==> config.mk <==
export PLATFORM = sky130hd
export DESIGN_NAME = transfer_counter_end_signal
export DESIGN_NICKNAME = d
export VERILOG_FILES = /design/src/rtl/xfer_pkg.sv /design/src/rtl/attention_flag.sv /design/src/rtl/count_stage.sv /design/src/rtl/transfer_counter_end_signal.sv
export VERILOG_INCLUDE_DIRS = /design/src /design/src/rtl
export SDC_FILE = /design/constraint.sdc
export NUM_CORES = 1
export LEC_CHECK = 0
export BUFFER_PORTS_ARGS = -buffer_cell sky130_fd_sc_hd__buf_2
export CAP_MARGIN = 10
export CORE_MARGIN = 8
export CORE_UTILIZATION = 56
export DETAILED_ROUTE_END_ITERATION = 7
export PLACE_DENSITY_LB_ADDON = 0.15
export REMOVE_ABC_BUFFERS = 1
export SLEW_MARGIN = 15
export SYNTH_ARGS = -nofsm -noshare
export SYNTH_HDL_FRONTEND = slang
export SYNTH_SLANG_ARGS = --single-unit
export TNS_END_PERCENT = 30
==> constraint.sdc <==
create_clock -name i_mclk -period 5.8 [get_ports i_mclk]
set_input_delay 1.16 -clock i_mclk [delete_from_list [all_inputs] [get_ports i_mclk]]
set_output_delay 1.16 -clock i_mclk [all_outputs]
set_load 0.01 [all_outputs]
==> src/rtl/xfer_consts.svh <==
// What this block does
// - host-end option bit, enabled after reset
// - option on: pin four carries host end
// - host end from FIFO bit 18 or zero
// - status bit shows live host-end pin level
// - host end low after reset
// - output: FIFO bit 18 low drives host end
// - output: stays low until FIFO reset, reload
// - input: low right after last asserting edge
// - low while zero; load or preset releases
// - host end never blocks handshakes itself
// - input without counter, option on: pin left undriven
// - 24-bit down counter, zero below 0x010000
// - counter bytes at registers A, B upper
// - reset: max count, held, irq off, load 1
// - holding register changes only on writes
// - count reset 1 holds counter, no counting
// - zero irq disable 0 lets zero set flag
// - load 1 copies holding; count when 0
// - decrement on falling control edge, zero stops
// - zero irq only after control deasserted
// - backplane status register read clears attention flag
`ifndef XFER_CONSTS_SVH
`define XFER_CONSTS_SVH

// register offsets on the local register port
`define OFS_CTL_STATUS 4'h7
`define OFS_BP_STATUS 4'h9
`define OFS_COUNT_LM 4'ha
`define OFS_COUNT_HI_CTL2 4'hb

// field positions, control register (offset 7)
`define CTL_ZERO_IRQ_DIS_BIT 0
`define CTL_LOAD_BIT 1
`define CTL_OUT_FOUR_BIT 4
`define CTL_DIR_BIT 7
// field positions, status register (offset 7 read)
`define STA_ZERO_BIT 0
`define STA_HOST_END_BIT 1
// field positions, second control register (offset b lower)
`define CTL2_COUNT_RESET_BIT 0
`define CTL2_HOST_END_OUT_ENABLE_BIT 1

// reset values
`define RST_COUNT 24'hffffff
`define RST_ZERO_IRQ_DIS 1'b1
`define RST_LOAD 1'b1
`define RST_COUNT_RESET 1'b1
`define RST_HOST_END_OUT_ENABLE 1'b1
`define RST_DIR 1'b1
`define RST_OUT_FOUR 1'b0

`endif

==> src/rtl/xfer_pkg.sv <==
package xfer_pkg;
    // counter word
    typedef logic [23:0] count_type;
    // register data word
    typedef logic [15:0] data_type;
    // register port address
    typedef logic [3:0] addr_type;
    // what drives frontplane pin four
    typedef enum logic [1:0] {SRC_CONTROL, SRC_HOST_END, SRC_NONE} pin_src_type;
endpackage

==> src/rtl/attention_flag.sv <==
// edge-triggered attention flag, cleared by status reads
module attention_flag (
    // clock and reset
    input wire logic i_mclk,
    input wire logic i_rst,
    // sources and clear
    input wire logic i_src_any,
    input wire logic i_clear,
    // flag out
    output logic o_flag
);
    logic src_prev_r; // last sampled or of sources
    logic flag_r; // the flag itself
    logic rise; // new rising edge on the sources

    // only a fresh rise sets the flag, so a source held high cannot re-set it
    assign rise = i_src_any & ~src_prev_r;

    // the clear beats a same-cycle rise: a read in progress blocks setting
    always_ff @(posedge i_mclk or posedge i_rst) begin
        if (i_rst) begin
            src_prev_r <= 1'b0;
            flag_r <= 1'b0;
        end else begin
            src_prev_r <= i_src_any;
            if (i_clear) begin
                flag_r <= 1'b0;
            end else if (rise) begin
                flag_r <= 1'b1;
            end
        end
    end

    assign o_flag = flag_r;
endmodule

==> src/rtl/count_stage.sv <==
`include "xfer_consts.svh"
// holding register plus the counting stage
module count_stage #(
    parameter int WIDTH = 24
) (
    // clock and reset
    input wire logic i_mclk,
    input wire logic i_rst,
    // holding register writes
    input wire logic i_wr_low_mid,
    input wire logic i_wr_high,
    input wire logic [15:0] i_wdata,
    // controls
    input wire logic i_count_reset,
    input wire logic i_load,
    input wire logic i_dec,
    // state out
    output logic [WIDTH-1:0] o_count,
    output logic [WIDTH-1:0] o_hold
);
    logic [WIDTH-1:0] hold_r; // software-written value
    logic [WIDTH-1:0] count_r; // counting stage
    logic [WIDTH-1:0] count_nxt; // next count
    logic is_zero; // logical zero: upper byte clear

    // the holding register only ever moves on a software write
    always_ff @(posedge i_mclk or posedge i_rst) begin
        if (i_rst) begin
            hold_r <= WIDTH'(`RST_COUNT);
        end else begin
            if (i_wr_low_mid) begin
                hold_r[15:0] <= i_wdata;
            end
            if (i_wr_high) begin
                hold_r[WIDTH-1:16] <= i_wdata[WIDTH-9:8];
            end
        end
    end

    assign is_zero = (count_r[WIDTH-1:16] == '0);

    // reset wins over load, load over counting; stop at zero so no wrap
    always_comb begin
        count_nxt = count_r;
        if (i_count_reset) begin
            count_nxt = WIDTH'(`RST_COUNT);
        end else if (i_load) begin
            count_nxt = hold_r;
        end else if (i_dec && !is_zero) begin
            count_nxt = count_r - WIDTH'(1);
        end
    end

    // counting stage register
    always_ff @(posedge i_mclk or posedge i_rst) begin
        if (i_rst) begin
            count_r <= WIDTH'(`RST_COUNT);
        end else begin
            count_r <= count_nxt;
        end
    end

    assign o_count = count_r;
    assign o_hold = hold_r;
endmodule

==> src/rtl/transfer_counter_end_signal.sv <==
`include "xfer_consts.svh"
// transfer counter and host-end signalling of the parallel adapter
module transfer_counter_end_signal (
    // clock and reset
    input wire logic i_mclk,
    input wire logic i_rst,
    // local register port
    input wire xfer_pkg::addr_type i_reg_addr,
    input wire logic i_reg_wr,
    input wire logic i_reg_rd,
    input wire xfer_pkg::data_type i_reg_wdata,
    output xfer_pkg::data_type o_reg_rdata,
    // frontplane handshake side, same clock
    input wire logic i_handshake_control_out,
    input wire logic i_peripheral_end_in,
    input wire logic i_frontplane_disable,
    // fifo and other interrupt sources
    input wire logic i_fifo_bit18,
    input wire logic i_other_irq_src,
    // handshake gating
    output logic o_handshake_enable,
    // frontplane pin four
    output logic o_pin_four,
    output logic o_pin_four_oe,
    // status towards the rest of the card
    output logic o_host_end_out,
    output logic o_zero_count,
    output logic o_count_irq_src,
    output logic o_transfer_direction_bit,
    output logic o_attention_request_flag
);
    import xfer_pkg::*;

    // decoded register strobes
    wire wr_ctl; // write of control register
    wire wr_count_lm; // write of counter low and middle bytes
    wire wr_count_hi; // write of counter high byte and second control
    wire rd_ctl; // read of status register
    wire rd_bp_status; // read of backplane status register
    wire rd_count_lm; // read of counter low and middle bytes
    wire rd_count_hi; // read of counter high byte

    // control bits written by software
    logic zero_irq_disable_r; // zero interrupt disable
    logic load_r; // load control, 1 makes the counter transparent
    logic count_reset_r; // count reset, 1 holds the counter
    logic host_end_out_enable_r; // host-end option select
    logic transfer_direction_bit_r; // 1 input, 0 output
    logic control_output_four_r; // plain control bit for pin four

    // counter state
    count_type count; // counting stage value
    count_type hold; // holding register value
    wire zero; // logical zero of the counter
    wire counter_used; // counter is out of reset

    // handshake control edge detection
    logic hs_prev_r; // last value of the control output
    wire hs_fall; // deasserted-to-asserted edge

    // pin four computation
    pin_src_type pin_src; // who drives pin four now
    logic host_end_nxt; // next host-end level
    logic pin_four_nxt; // next pin level
    logic pin_four_oe_nxt; // next pin enable
    logic host_end_r; // host-end level register
    logic pin_four_r; // pin level register
    logic pin_four_oe_r; // pin enable register

    // read data
    data_type rdata_nxt; // read mux output
    data_type rdata_r; // registered read data

    // interrupt source
    wire count_irq_src; // counter asks for attention

    // ------------------------------------------------------------------
    // register decode
    // ------------------------------------------------------------------

    // address compare against the printed offsets
    assign wr_ctl = i_reg_wr && (i_reg_addr == `OFS_CTL_STATUS);
    assign wr_count_lm = i_reg_wr && (i_reg_addr == `OFS_COUNT_LM);
    assign wr_count_hi = i_reg_wr && (i_reg_addr == `OFS_COUNT_HI_CTL2);
    assign rd_ctl = i_reg_rd && (i_reg_addr == `OFS_CTL_STATUS);
    assign rd_bp_status = i_reg_rd && (i_reg_addr == `OFS_BP_STATUS);
    assign rd_count_lm = i_reg_rd && (i_reg_addr == `OFS_COUNT_LM);
    assign rd_count_hi = i_reg_rd && (i_reg_addr == `OFS_COUNT_HI_CTL2);

    // ------------------------------------------------------------------
    // control register (offset 7)
    // ------------------------------------------------------------------

    // whole-word write; unused bits belong to other logic of the card
    always_ff @(posedge i_mclk or posedge i_rst) begin
        if (i_rst) begin
            zero_irq_disable_r <= `RST_ZERO_IRQ_DIS;
            load_r <= `RST_LOAD;
            transfer_direction_bit_r <= `RST_DIR;
            control_output_four_r <= `RST_OUT_FOUR;
        end else if (wr_ctl) begin
            zero_irq_disable_r <= i_reg_wdata[`CTL_ZERO_IRQ_DIS_BIT];
            load_r <= i_reg_wdata[`CTL_LOAD_BIT];
            transfer_direction_bit_r <= i_reg_wdata[`CTL_DIR_BIT];
            control_output_four_r <= i_reg_wdata[`CTL_OUT_FOUR_BIT];
        end
    end

    // ------------------------------------------------------------------
    // second control register (offset b, lower byte)
    // ------------------------------------------------------------------

    // the upper byte of the same write goes to the holding register
    always_ff @(posedge i_mclk or posedge i_rst) begin
        if (i_rst) begin
            count_reset_r <= `RST_COUNT_RESET;
            host_end_out_enable_r <= `RST_HOST_END_OUT_ENABLE;
        end else if (wr_count_hi) begin
            count_reset_r <= i_reg_wdata[`CTL2_COUNT_RESET_BIT];
            host_end_out_enable_r <= i_reg_wdata[`CTL2_HOST_END_OUT_ENABLE_BIT];
        end
    end

    // ------------------------------------------------------------------
    // handshake edge detection
    // ------------------------------------------------------------------

    // control output is our own logic, same clock, so no synchroniser
    always_ff @(posedge i_mclk or posedge i_rst) begin
        if (i_rst) begin
            hs_prev_r <= 1'b1; // deasserted high at reset
        end else begin
            hs_prev_r <= i_handshake_control_out;
        end
    end

    // high-to-low is the asserting edge
    assign hs_fall = hs_prev_r & ~i_handshake_control_out;

    // ------------------------------------------------------------------
    // counter
    // ------------------------------------------------------------------

    // holding register and counting stage live in their own module
    count_stage #(
        .WIDTH(24)
    ) u_count (
        .i_mclk(i_mclk),
        .i_rst(i_rst),
        .i_wr_low_mid(wr_count_lm),
        .i_wr_high(wr_count_hi),
        .i_wdata(i_reg_wdata),
        .i_count_reset(count_reset_r),
        .i_load(load_r),
        .i_dec(hs_fall),
        .o_count(count),
        .o_hold(hold)
    );

    // logical zero covers 0 .. 0x00ffff, i.e. the upper byte is clear
    assign zero = (count[23:16] == 8'h00);
    // a counter held in reset is not taking part in the transfer
    assign counter_used = ~count_reset_r;

    // ------------------------------------------------------------------
    // handshake gating
    // ------------------------------------------------------------------

    // host end is deliberately absent here; it must not stop handshakes
    assign o_handshake_enable = ~(zero & counter_used)
        & ~i_peripheral_end_in
        & ~i_frontplane_disable;

    // ------------------------------------------------------------------
    // host-end level
    // ------------------------------------------------------------------

    // output: fifo bit 18 carries the end mark with data timing, the
    // zero count reinforces it; input: the counter alone decides
    always_comb begin
        host_end_nxt = 1'b1;
        if (!transfer_direction_bit_r) begin
            // output transfer, either source pulls it low
            host_end_nxt = i_fifo_bit18 & ~(zero & counter_used);
        end else if (counter_used) begin
            // input transfer, low from the edge that took the last count
            host_end_nxt = ~zero;
        end else begin
            // input without counter: level kept low, pin released below when the option is on
            host_end_nxt = 1'b0;
        end
    end

    // which source owns pin four
    always_comb begin
        pin_src = SRC_CONTROL;
        if (host_end_out_enable_r) begin
            if (transfer_direction_bit_r && !counter_used) begin
                pin_src = SRC_NONE;
            end else begin
                pin_src = SRC_HOST_END;
            end
        end
    end

    // pin level and enable per source
    always_comb begin
        pin_four_nxt = control_output_four_r;
        pin_four_oe_nxt = 1'b1;
        case (pin_src)
            SRC_CONTROL: begin
                pin_four_nxt = control_output_four_r;
                pin_four_oe_nxt = 1'b1;
            end
            SRC_HOST_END: begin
                pin_four_nxt = host_end_nxt;
                pin_four_oe_nxt = 1'b1;
            end
            SRC_NONE: begin
                pin_four_nxt = 1'b0;
                pin_four_oe_nxt = 1'b0;
            end
            default: begin
                pin_four_nxt = control_output_four_r;
                pin_four_oe_nxt = 1'b1;
            end
        endcase
    end

    // pin registers; reset drives the pin low, same as the cleared fifo
    always_ff @(posedge i_mclk or posedge i_rst) begin
        if (i_rst) begin
            host_end_r <= 1'b0;
            pin_four_r <= 1'b0;
            pin_four_oe_r <= 1'b1;
        end else begin
            host_end_r <= host_end_nxt;
            pin_four_r <= pin_four_nxt;
            pin_four_oe_r <= pin_four_oe_nxt;
        end
    end

    // ------------------------------------------------------------------
    // counter interrupt source and attention flag
    // ------------------------------------------------------------------

    // waits for the control output to go back high, so the last
    // handshake has completed before anyone is interrupted
    assign count_irq_src = zero & counter_used & i_handshake_control_out
        & ~zero_irq_disable_r;

    // shared flag for all sources of the card
    attention_flag u_attn (
        .i_mclk(i_mclk),
        .i_rst(i_rst),
        .i_src_any(count_irq_src | i_other_irq_src),
        .i_clear(rd_bp_status),
        .o_flag(o_attention_request_flag)
    );

    // ------------------------------------------------------------------
    // read data
    // ------------------------------------------------------------------

    // status shows the live pin level, no latch behind it
    always_comb begin
        rdata_nxt = 16'h0000;
        if (rd_count_lm) begin
            rdata_nxt = count[15:0];
        end else if (rd_count_hi) begin
            rdata_nxt = {count[23:16], 8'h00};
        end else if (rd_ctl) begin
            rdata_nxt[`STA_ZERO_BIT] = zero;
            rdata_nxt[`STA_HOST_END_BIT] = pin_four_r;
        end
    end

    // read data held until the next read
    always_ff @(posedge i_mclk or posedge i_rst) begin
        if (i_rst) begin
            rdata_r <= 16'h0000;
        end else if (i_reg_rd) begin
            rdata_r <= rdata_nxt;
        end
    end

    // ------------------------------------------------------------------
    // outputs
    // ------------------------------------------------------------------

    assign o_reg_rdata = rdata_r;
    assign o_pin_four = pin_four_r;
    assign o_pin_four_oe = pin_four_oe_r;
    assign o_host_end_out = host_end_r;
    assign o_zero_count = zero;
    assign o_count_irq_src = count_irq_src;
    assign o_transfer_direction_bit = transfer_direction_bit_r;
endmodule

After elaboration in Yosys (flattened, before gate mapping)
Cells that the tools add are included.
{"block": "word_totals", "regBits": 76, "inputBits": 29, "out_inout_bits": 24, "wordCells": 68}
{"block": "classes", "addsub": 1, "n_eq_ne": 6, "muxes": 15, "bitwise_logic": 17, "reduce_logical": 13}
{"operator": "24-bit two-way mux", "count": 3}
{"operator": "24-bit by 1-bit subtractor with 24-bit output (second input constant)", "count": 1}
{"operator": "16-bit two-way mux", "count": 1}
{"operator": "14-bit two-way mux", "count": 1}
{"operator": "4-bit equality test (second input constant)", "count": 3}
{"operator": "1-bit logical AND", "count": 9}
{"operator": "1-bit bitwise AND", "count": 8}
{"operator": "8-bit logical NOT", "count": 1}
{"operator": "2-bit two-way mux", "count": 4}
{"operator": "1-bit inverter", "count": 8}
{"operator": "1-bit two-way mux", "count": 5}
{"operator": "4-bit by 3-bit equality test with 1-bit output (second input constant)", "count": 1}
{"operator": "3-bit nonzero test", "count": 1}
{"operator": "2-bit by 1-bit equality test with 1-bit output (second input constant)", "count": 1}
{"operator": "2-bit equality test (second input constant)", "count": 1}
{"operator": "1-bit one-hot mux with 2 select lines", "count": 1}
{"operator": "2-bit nonzero test", "count": 1}
{"operator": "1-bit logical NOT", "count": 1}
{"operator": "1-bit OR", "count": 1}

Longest topological paths before layout
{"block": "logic_depth", "depth_word": 8, "mapped_depth": 7}

By module
Synthesis repeated with hierarchy kept, for this count alone.
{"block": "hier_totals", "cells_unflattened": 358, "hier_area_um2": 3910.0}
{"mod": "count_stage", "instances": 1, "cells_each": 241, "area_each_um2": 2556.2}
{"mod": "transfer_counter_end_signal", "instances": 1, "cells_each": 111, "area_each_um2": 1281.2}
{"mod": "attention_flag", "instances": 1, "cells_each": 6, "area_each_um2": 72.6}

Least setup slack after synthesis
Ideal clock, no wire load.
{"block": "synth_timing", "path_type": "input-to-output", "startpoint": "input port i_handshake_control_out", "endpoint": "output port o_count_irq_src", "t_arrival_ns": 1.506, "path_slack_ns": 3.134, "path_stages": 2, "path_buffers": 0, "path_cell_list": "nand2b_1 -> nor4_2"}
{"block": "synth_between", "elab_chain_cells": 2}
{"element": "from (decl)", "line_no": "transfer_counter_end_signal.sv:14", "rtl": "input wire logic i_handshake_control_out,"}
{"element": "1-bit bitwise AND", "line_no": "transfer_counter_end_signal.sv:249", "rtl": "assign count_irq_src = zero & counter_used & i_handshake_control_out"}
{"element": "1-bit bitwise AND", "line_no": "transfer_counter_end_signal.sv:250", "rtl": "& ~zero_irq_disable_r;"}
{"element": "to (decl)", "line_no": "transfer_counter_end_signal.sv:28", "rtl": "output logic o_count_irq_src,"}
Every way passes these cells.

Worst setup path in the final report
{"block": "layout_timing", "startpoint": "input port i_reg_addr[2]", "endpoint": "register u_count.hold_r[9] (netlist: u_count.o_hold[9])"}
{"block": "layout_between", "elab_chain_cells": 2}
{"element": "from (decl)", "line_no": "transfer_counter_end_signal.sv:8", "rtl": "input wire xfer_pkg::addr_type i_reg_addr,"}
{"element": "4-bit equality test (no line)"}
{"element": "1-bit logical AND", "line_no": "transfer_counter_end_signal.sv:83", "rtl": "assign wr_count_lm = i_reg_wr && (i_reg_addr == `OFS_COUNT_LM);"}
{"element": "to (signal assigned)", "line_no": "count_stage.sv:29", "rtl": "hold_r <= WIDTH'(`RST_COUNT);"}
{"element": "to (signal assigned)", "line_no": "count_stage.sv:32", "rtl": "hold_r[15:0] <= i_wdata;"}
{"element": "to (signal, indexed assignment)", "line_no": "count_stage.sv:35", "rtl": "hold_r[WIDTH-1:16] <= i_wdata[WIDTH-9:8];"}
{"element": "to (decl)", "line_no": "count_stage.sv:21", "rtl": "logic [WIDTH-1:0] hold_r;"}
Every way passes these cells.
A chain may end at the register's enable or synchronous reset.

==> out/metrics.csv <==
stage;metric;value;unit
synth;ys_seq_elements;76;
pwr;p_leak;1.70;nW
worst_setup_path;path_class;input port to flop;
floorplanning;start_util;0.570;
flow_run;max_cap_viol_count;0;
clock_tree;cts_sinks;76;
synth;synthFlopType;dfstp_2;
worst_setup_path;r2r_end;u_count.o_count[18];
sta;finalSetupViolCount;0;
clock_tree;htreeDepth;3;
pwr;power_density;412;mW/mm^2
pwr;vdd_drop_max;0.000228;V
detailed_routing;route.vias.total;3031;
worst_setup_path;end_kind;flop;
min_path;hold_class;flop to flop;
sta;slew_headroom;0.214;
detailed_routing;drt_iter0_drc;270;
worst_setup_path;rr_startpoint;u_count.o_count[6];
synth;synth_cell_types;57;
pwr;switchingPower;0.000542;W
grt;gr-usage-all-layers;0.197;
clock_tree;cts_made_buffers;9;
final_layout;layout_commonest_cell;dfstp_2;
floorplanning;chipWidth;98.7;um
sta;rsz0062_at_grt;false;
worst_setup_path;path_buf_inv;1;
synth;syn_inst;345;
worst_setup_path;cp-start-kind;input port;
worst_setup_path;cp_cell_sequence;buf_2, nand2b_1, nor3b_2, nand2_1, mux2_2;
worst_setup_path;cp_max_fo;17;
synth;synth_area_per_cell;11.1;sq um
pwr;power;0.00180;W
detailed_routing;ant_nets;0;
sta;finalMaxSlewViolations;0;
final_layout;multi_input_area;0.00171;sq mm
final_layout;fillers;544;
sta;fin_crit_sh;0.568;
sta;finalClockSkew;0.00978;ns
clock_tree;postCtsSetupBuffers;0;
worst_setup_path;r2r_setup_slack;3.20;ns
place;hpwl;6430;um
clock_tree;clk_path_buf_depth;2;
clock_tree;cts_tree;done;
worst_setup_path;crit_path_start;i_reg_addr[2];
detailed_routing;via_per_inst;6.46;
final_layout;drive_gt1_frac;0.458;
sta;max_clock_freq;304;MHz
final_layout;layout_common_cells;dfstp_2 (55), buf_2 (52), mux2_2 (33);
worst_setup_path;crit_family;simple AND/OR/NAND/NOR gates;
synth;yosys_warnings;0;
worst_setup_path;slowest_delay;0.84;ns
final_layout;diodes;0;
detailed_routing;wl_per_cell;19.8;um
pwr;p_comb_frac;0.187;
final_layout;area_growth;14.0;%
clock_tree;postCtsHoldBufs;0;
final_layout;nNetsFinal;414;
worst_setup_path;r2r_cells;4;
floorplanning;die_y;98.7;um
worst_setup_path;crit_cells;5;
pwr;p_int;0.00126;W
worst_setup_path;worstPathArrival;3.57;ns
worst_setup_path;cp.required;6.07;ns
synth;ys_seq_area_frac;0.515;
place;buffer_ports.inserted;52;
sta;timing.setup.tns;0;ns
sta;post-route-min-period;3.29;ns
detailed_routing;wl;9300;um
grt;grt_start_max_net_pins;47;
pwr;clkPwrFrac;0.299;
outcome;status;completed;
clock_tree;path_clk_slew;0.07;ns
grt;grt_antenna_before_repair;0;
floorplanning;die_area;0.00974;sq mm
synth;synth_edf_count;0;
place;place_congestion;0.938;
floorplanning;num_rows;30;
floorplanning;core;0.00672;sq mm
sta;tightest_slew;1.17;ns
detailed_routing;drtPass1Iterations;6;
worst_setup_path;crit_end;u_count.o_hold[9];
clock_tree;post_cts.resized_instances;0;
worst_setup_path;crit_slowest_cell;nor3b_2;
pwr;seq_power_share;0.515;
synth;synthesis.area;0.00383;sq mm
sta;hold_viol_final;0;
clock_tree;clk_root_buffer_cell;clkbuf_8;
grt;gr-total-overflow;0;
floorplanning;ioPinCount;53;
final_layout;regArea;0.00197;sq mm
clock_tree;clock_latency;0.35;ns
grt;grt_pass1_wl;15400;um
pwr;p_sw_frac;0.302;
synth;synth-async-reset-ratio;1.00;
detailed_routing;route.detailed.drc;0;
grt;grt_pass1_vias;2979;
-- through the flow --
step                cells  hold slack (ns)  utilization  setup WS [ns]  instance area, sq um
global placement      453            0.481        0.609           2.25                  4090
CTS                   469            0.500        0.650           2.51                  4360
detailed placement    453            0.484        0.609           2.15                  4090
finish                469            0.498        0.650           2.51                  4360
global route          469            0.514        0.650           2.33                  4360
floorplan             320            0.455            -           2.79                  3720
-- layer usage --
layer  vias to the layer above  GRT usage  wire [um]
li1                       1406          -          -
met1                      1495      0.274       4400
met2                       115      0.291       4230
met3                        15     0.0388        483
met4                         0     0.0803        181
met5                         -          0          0
-- worst min path at each step --
stage	to	start	cells after the start
2_1_floorplan	o_pin_four_oe	host_end_out_enable_r	1
3_3_place_gp	u_attn.o_flag	u_attn.o_flag	1
3_5_place_dp	u_attn.o_flag	u_attn.o_flag	1
4_1_cts	u_attn.o_flag	u_attn.o_flag	1
5_1_grt	o_pin_four_oe	host_end_out_enable_r	1
6_report	u_attn.o_flag	u_attn.o_flag	1
-- power groups by stage --
stage	clock [W]	combinational, W	sequential (W)
2_1_floorplan	0	0.000248	0.000866
3_3_place_gp	0	0.000321	0.000922
3_5_place_dp	0	0.000337	0.000927
4_1_cts	0.000545	0.000338	0.000920
5_1_grt	0.000564	0.000374	0.000948
6_report	0.000537	0.000335	0.000926
-- worst register-to-register path, stage by stage, from the launching register on --
cell     delay, ns
dfstp_2       0.40
or4_1         0.65
nor3_1        0.99
nand3_1       0.20
o221a_2       0.30
-- cell usage after synthesis (all sizes together) (2+ instances only) --
cell type / count / share of area
mux2: 33 / 0.097
a311oi: 5 / 0.011
dfrtp: 21 / 0.14
and3: 5 / 0.0082
or2: 2 / 0.0033
nand2b: 4 / 0.0065
nor3: 26 / 0.034
xnor2: 2 / 0.0046
a211o: 2 / 0.0046
inv: 12 / 0.012
o221a: 4 / 0.012
a211oi: 6 / 0.013
nor4b: 3 / 0.0069
o21ai: 8 / 0.010
dfstp: 55 / 0.38
and4: 2 / 0.0046
clkbuf: 17 / 0.017
or3: 3 / 0.0062
nor2: 24 / 0.024
a22oi: 10 / 0.020
nor3b: 9 / 0.019
nand3: 11 / 0.014
o32a: 5 / 0.013
or4: 7 / 0.014
buf: 8 / 0.011
a21oi: 14 / 0.019
nand2: 9 / 0.0088
nor4: 9 / 0.020
a2111oi: 6 / 0.019
a31o: 2 / 0.0046
a311o: 4 / 0.010
-- registers in the layout (all words and copies together), names as in the netlist --
signal / flops
o_pin_four_oe: 1
o_host_end_out: 1
o_transfer_direction_bit: 1
u_attn.src_prev_r: 1
u_attn.o_flag: 1
o_pin_four: 1
control_output_four_r: 1
hs_prev_r: 1
load_r: 1
count_reset_r: 1
u_count.o_count: 24
o_reg_rdata: 16
host_end_out_enable_r: 1
zero_irq_disable_r: 1
u_count.o_hold: 24
-- logic make-up (layout without fill, tap and decap cells) --
| family | Yosys count | after routing | share of synthesized area |
|---|---|---|---|
| and+or+nand+nor | 118 | 118 | 0.177 |
| adders and majority gates | 1 | 1 | 0.00327 |
| xor gates and xnor gates | 2 | 2 | 0.00458 |
| buffers and inverters | 37 | 81 | 0.0396 |
| DFF | 76 | 76 | 0.515 |
| muxes | 33 | 33 | 0.0971 |
| AOI/OAI and AO/OA | 78 | 78 | 0.164 |
-- area by class of cell --
type	count	area share
inverters	12	0.0103
clock buffers	10	0.0315
well taps	80	0.0229
clock inverters	6	0.0304
repair buffers	53	0.0614
multi-input cells	232	0.392
flip-flops and latches	76	0.452
No activity file was read; power rests on OpenSTA's default activity.
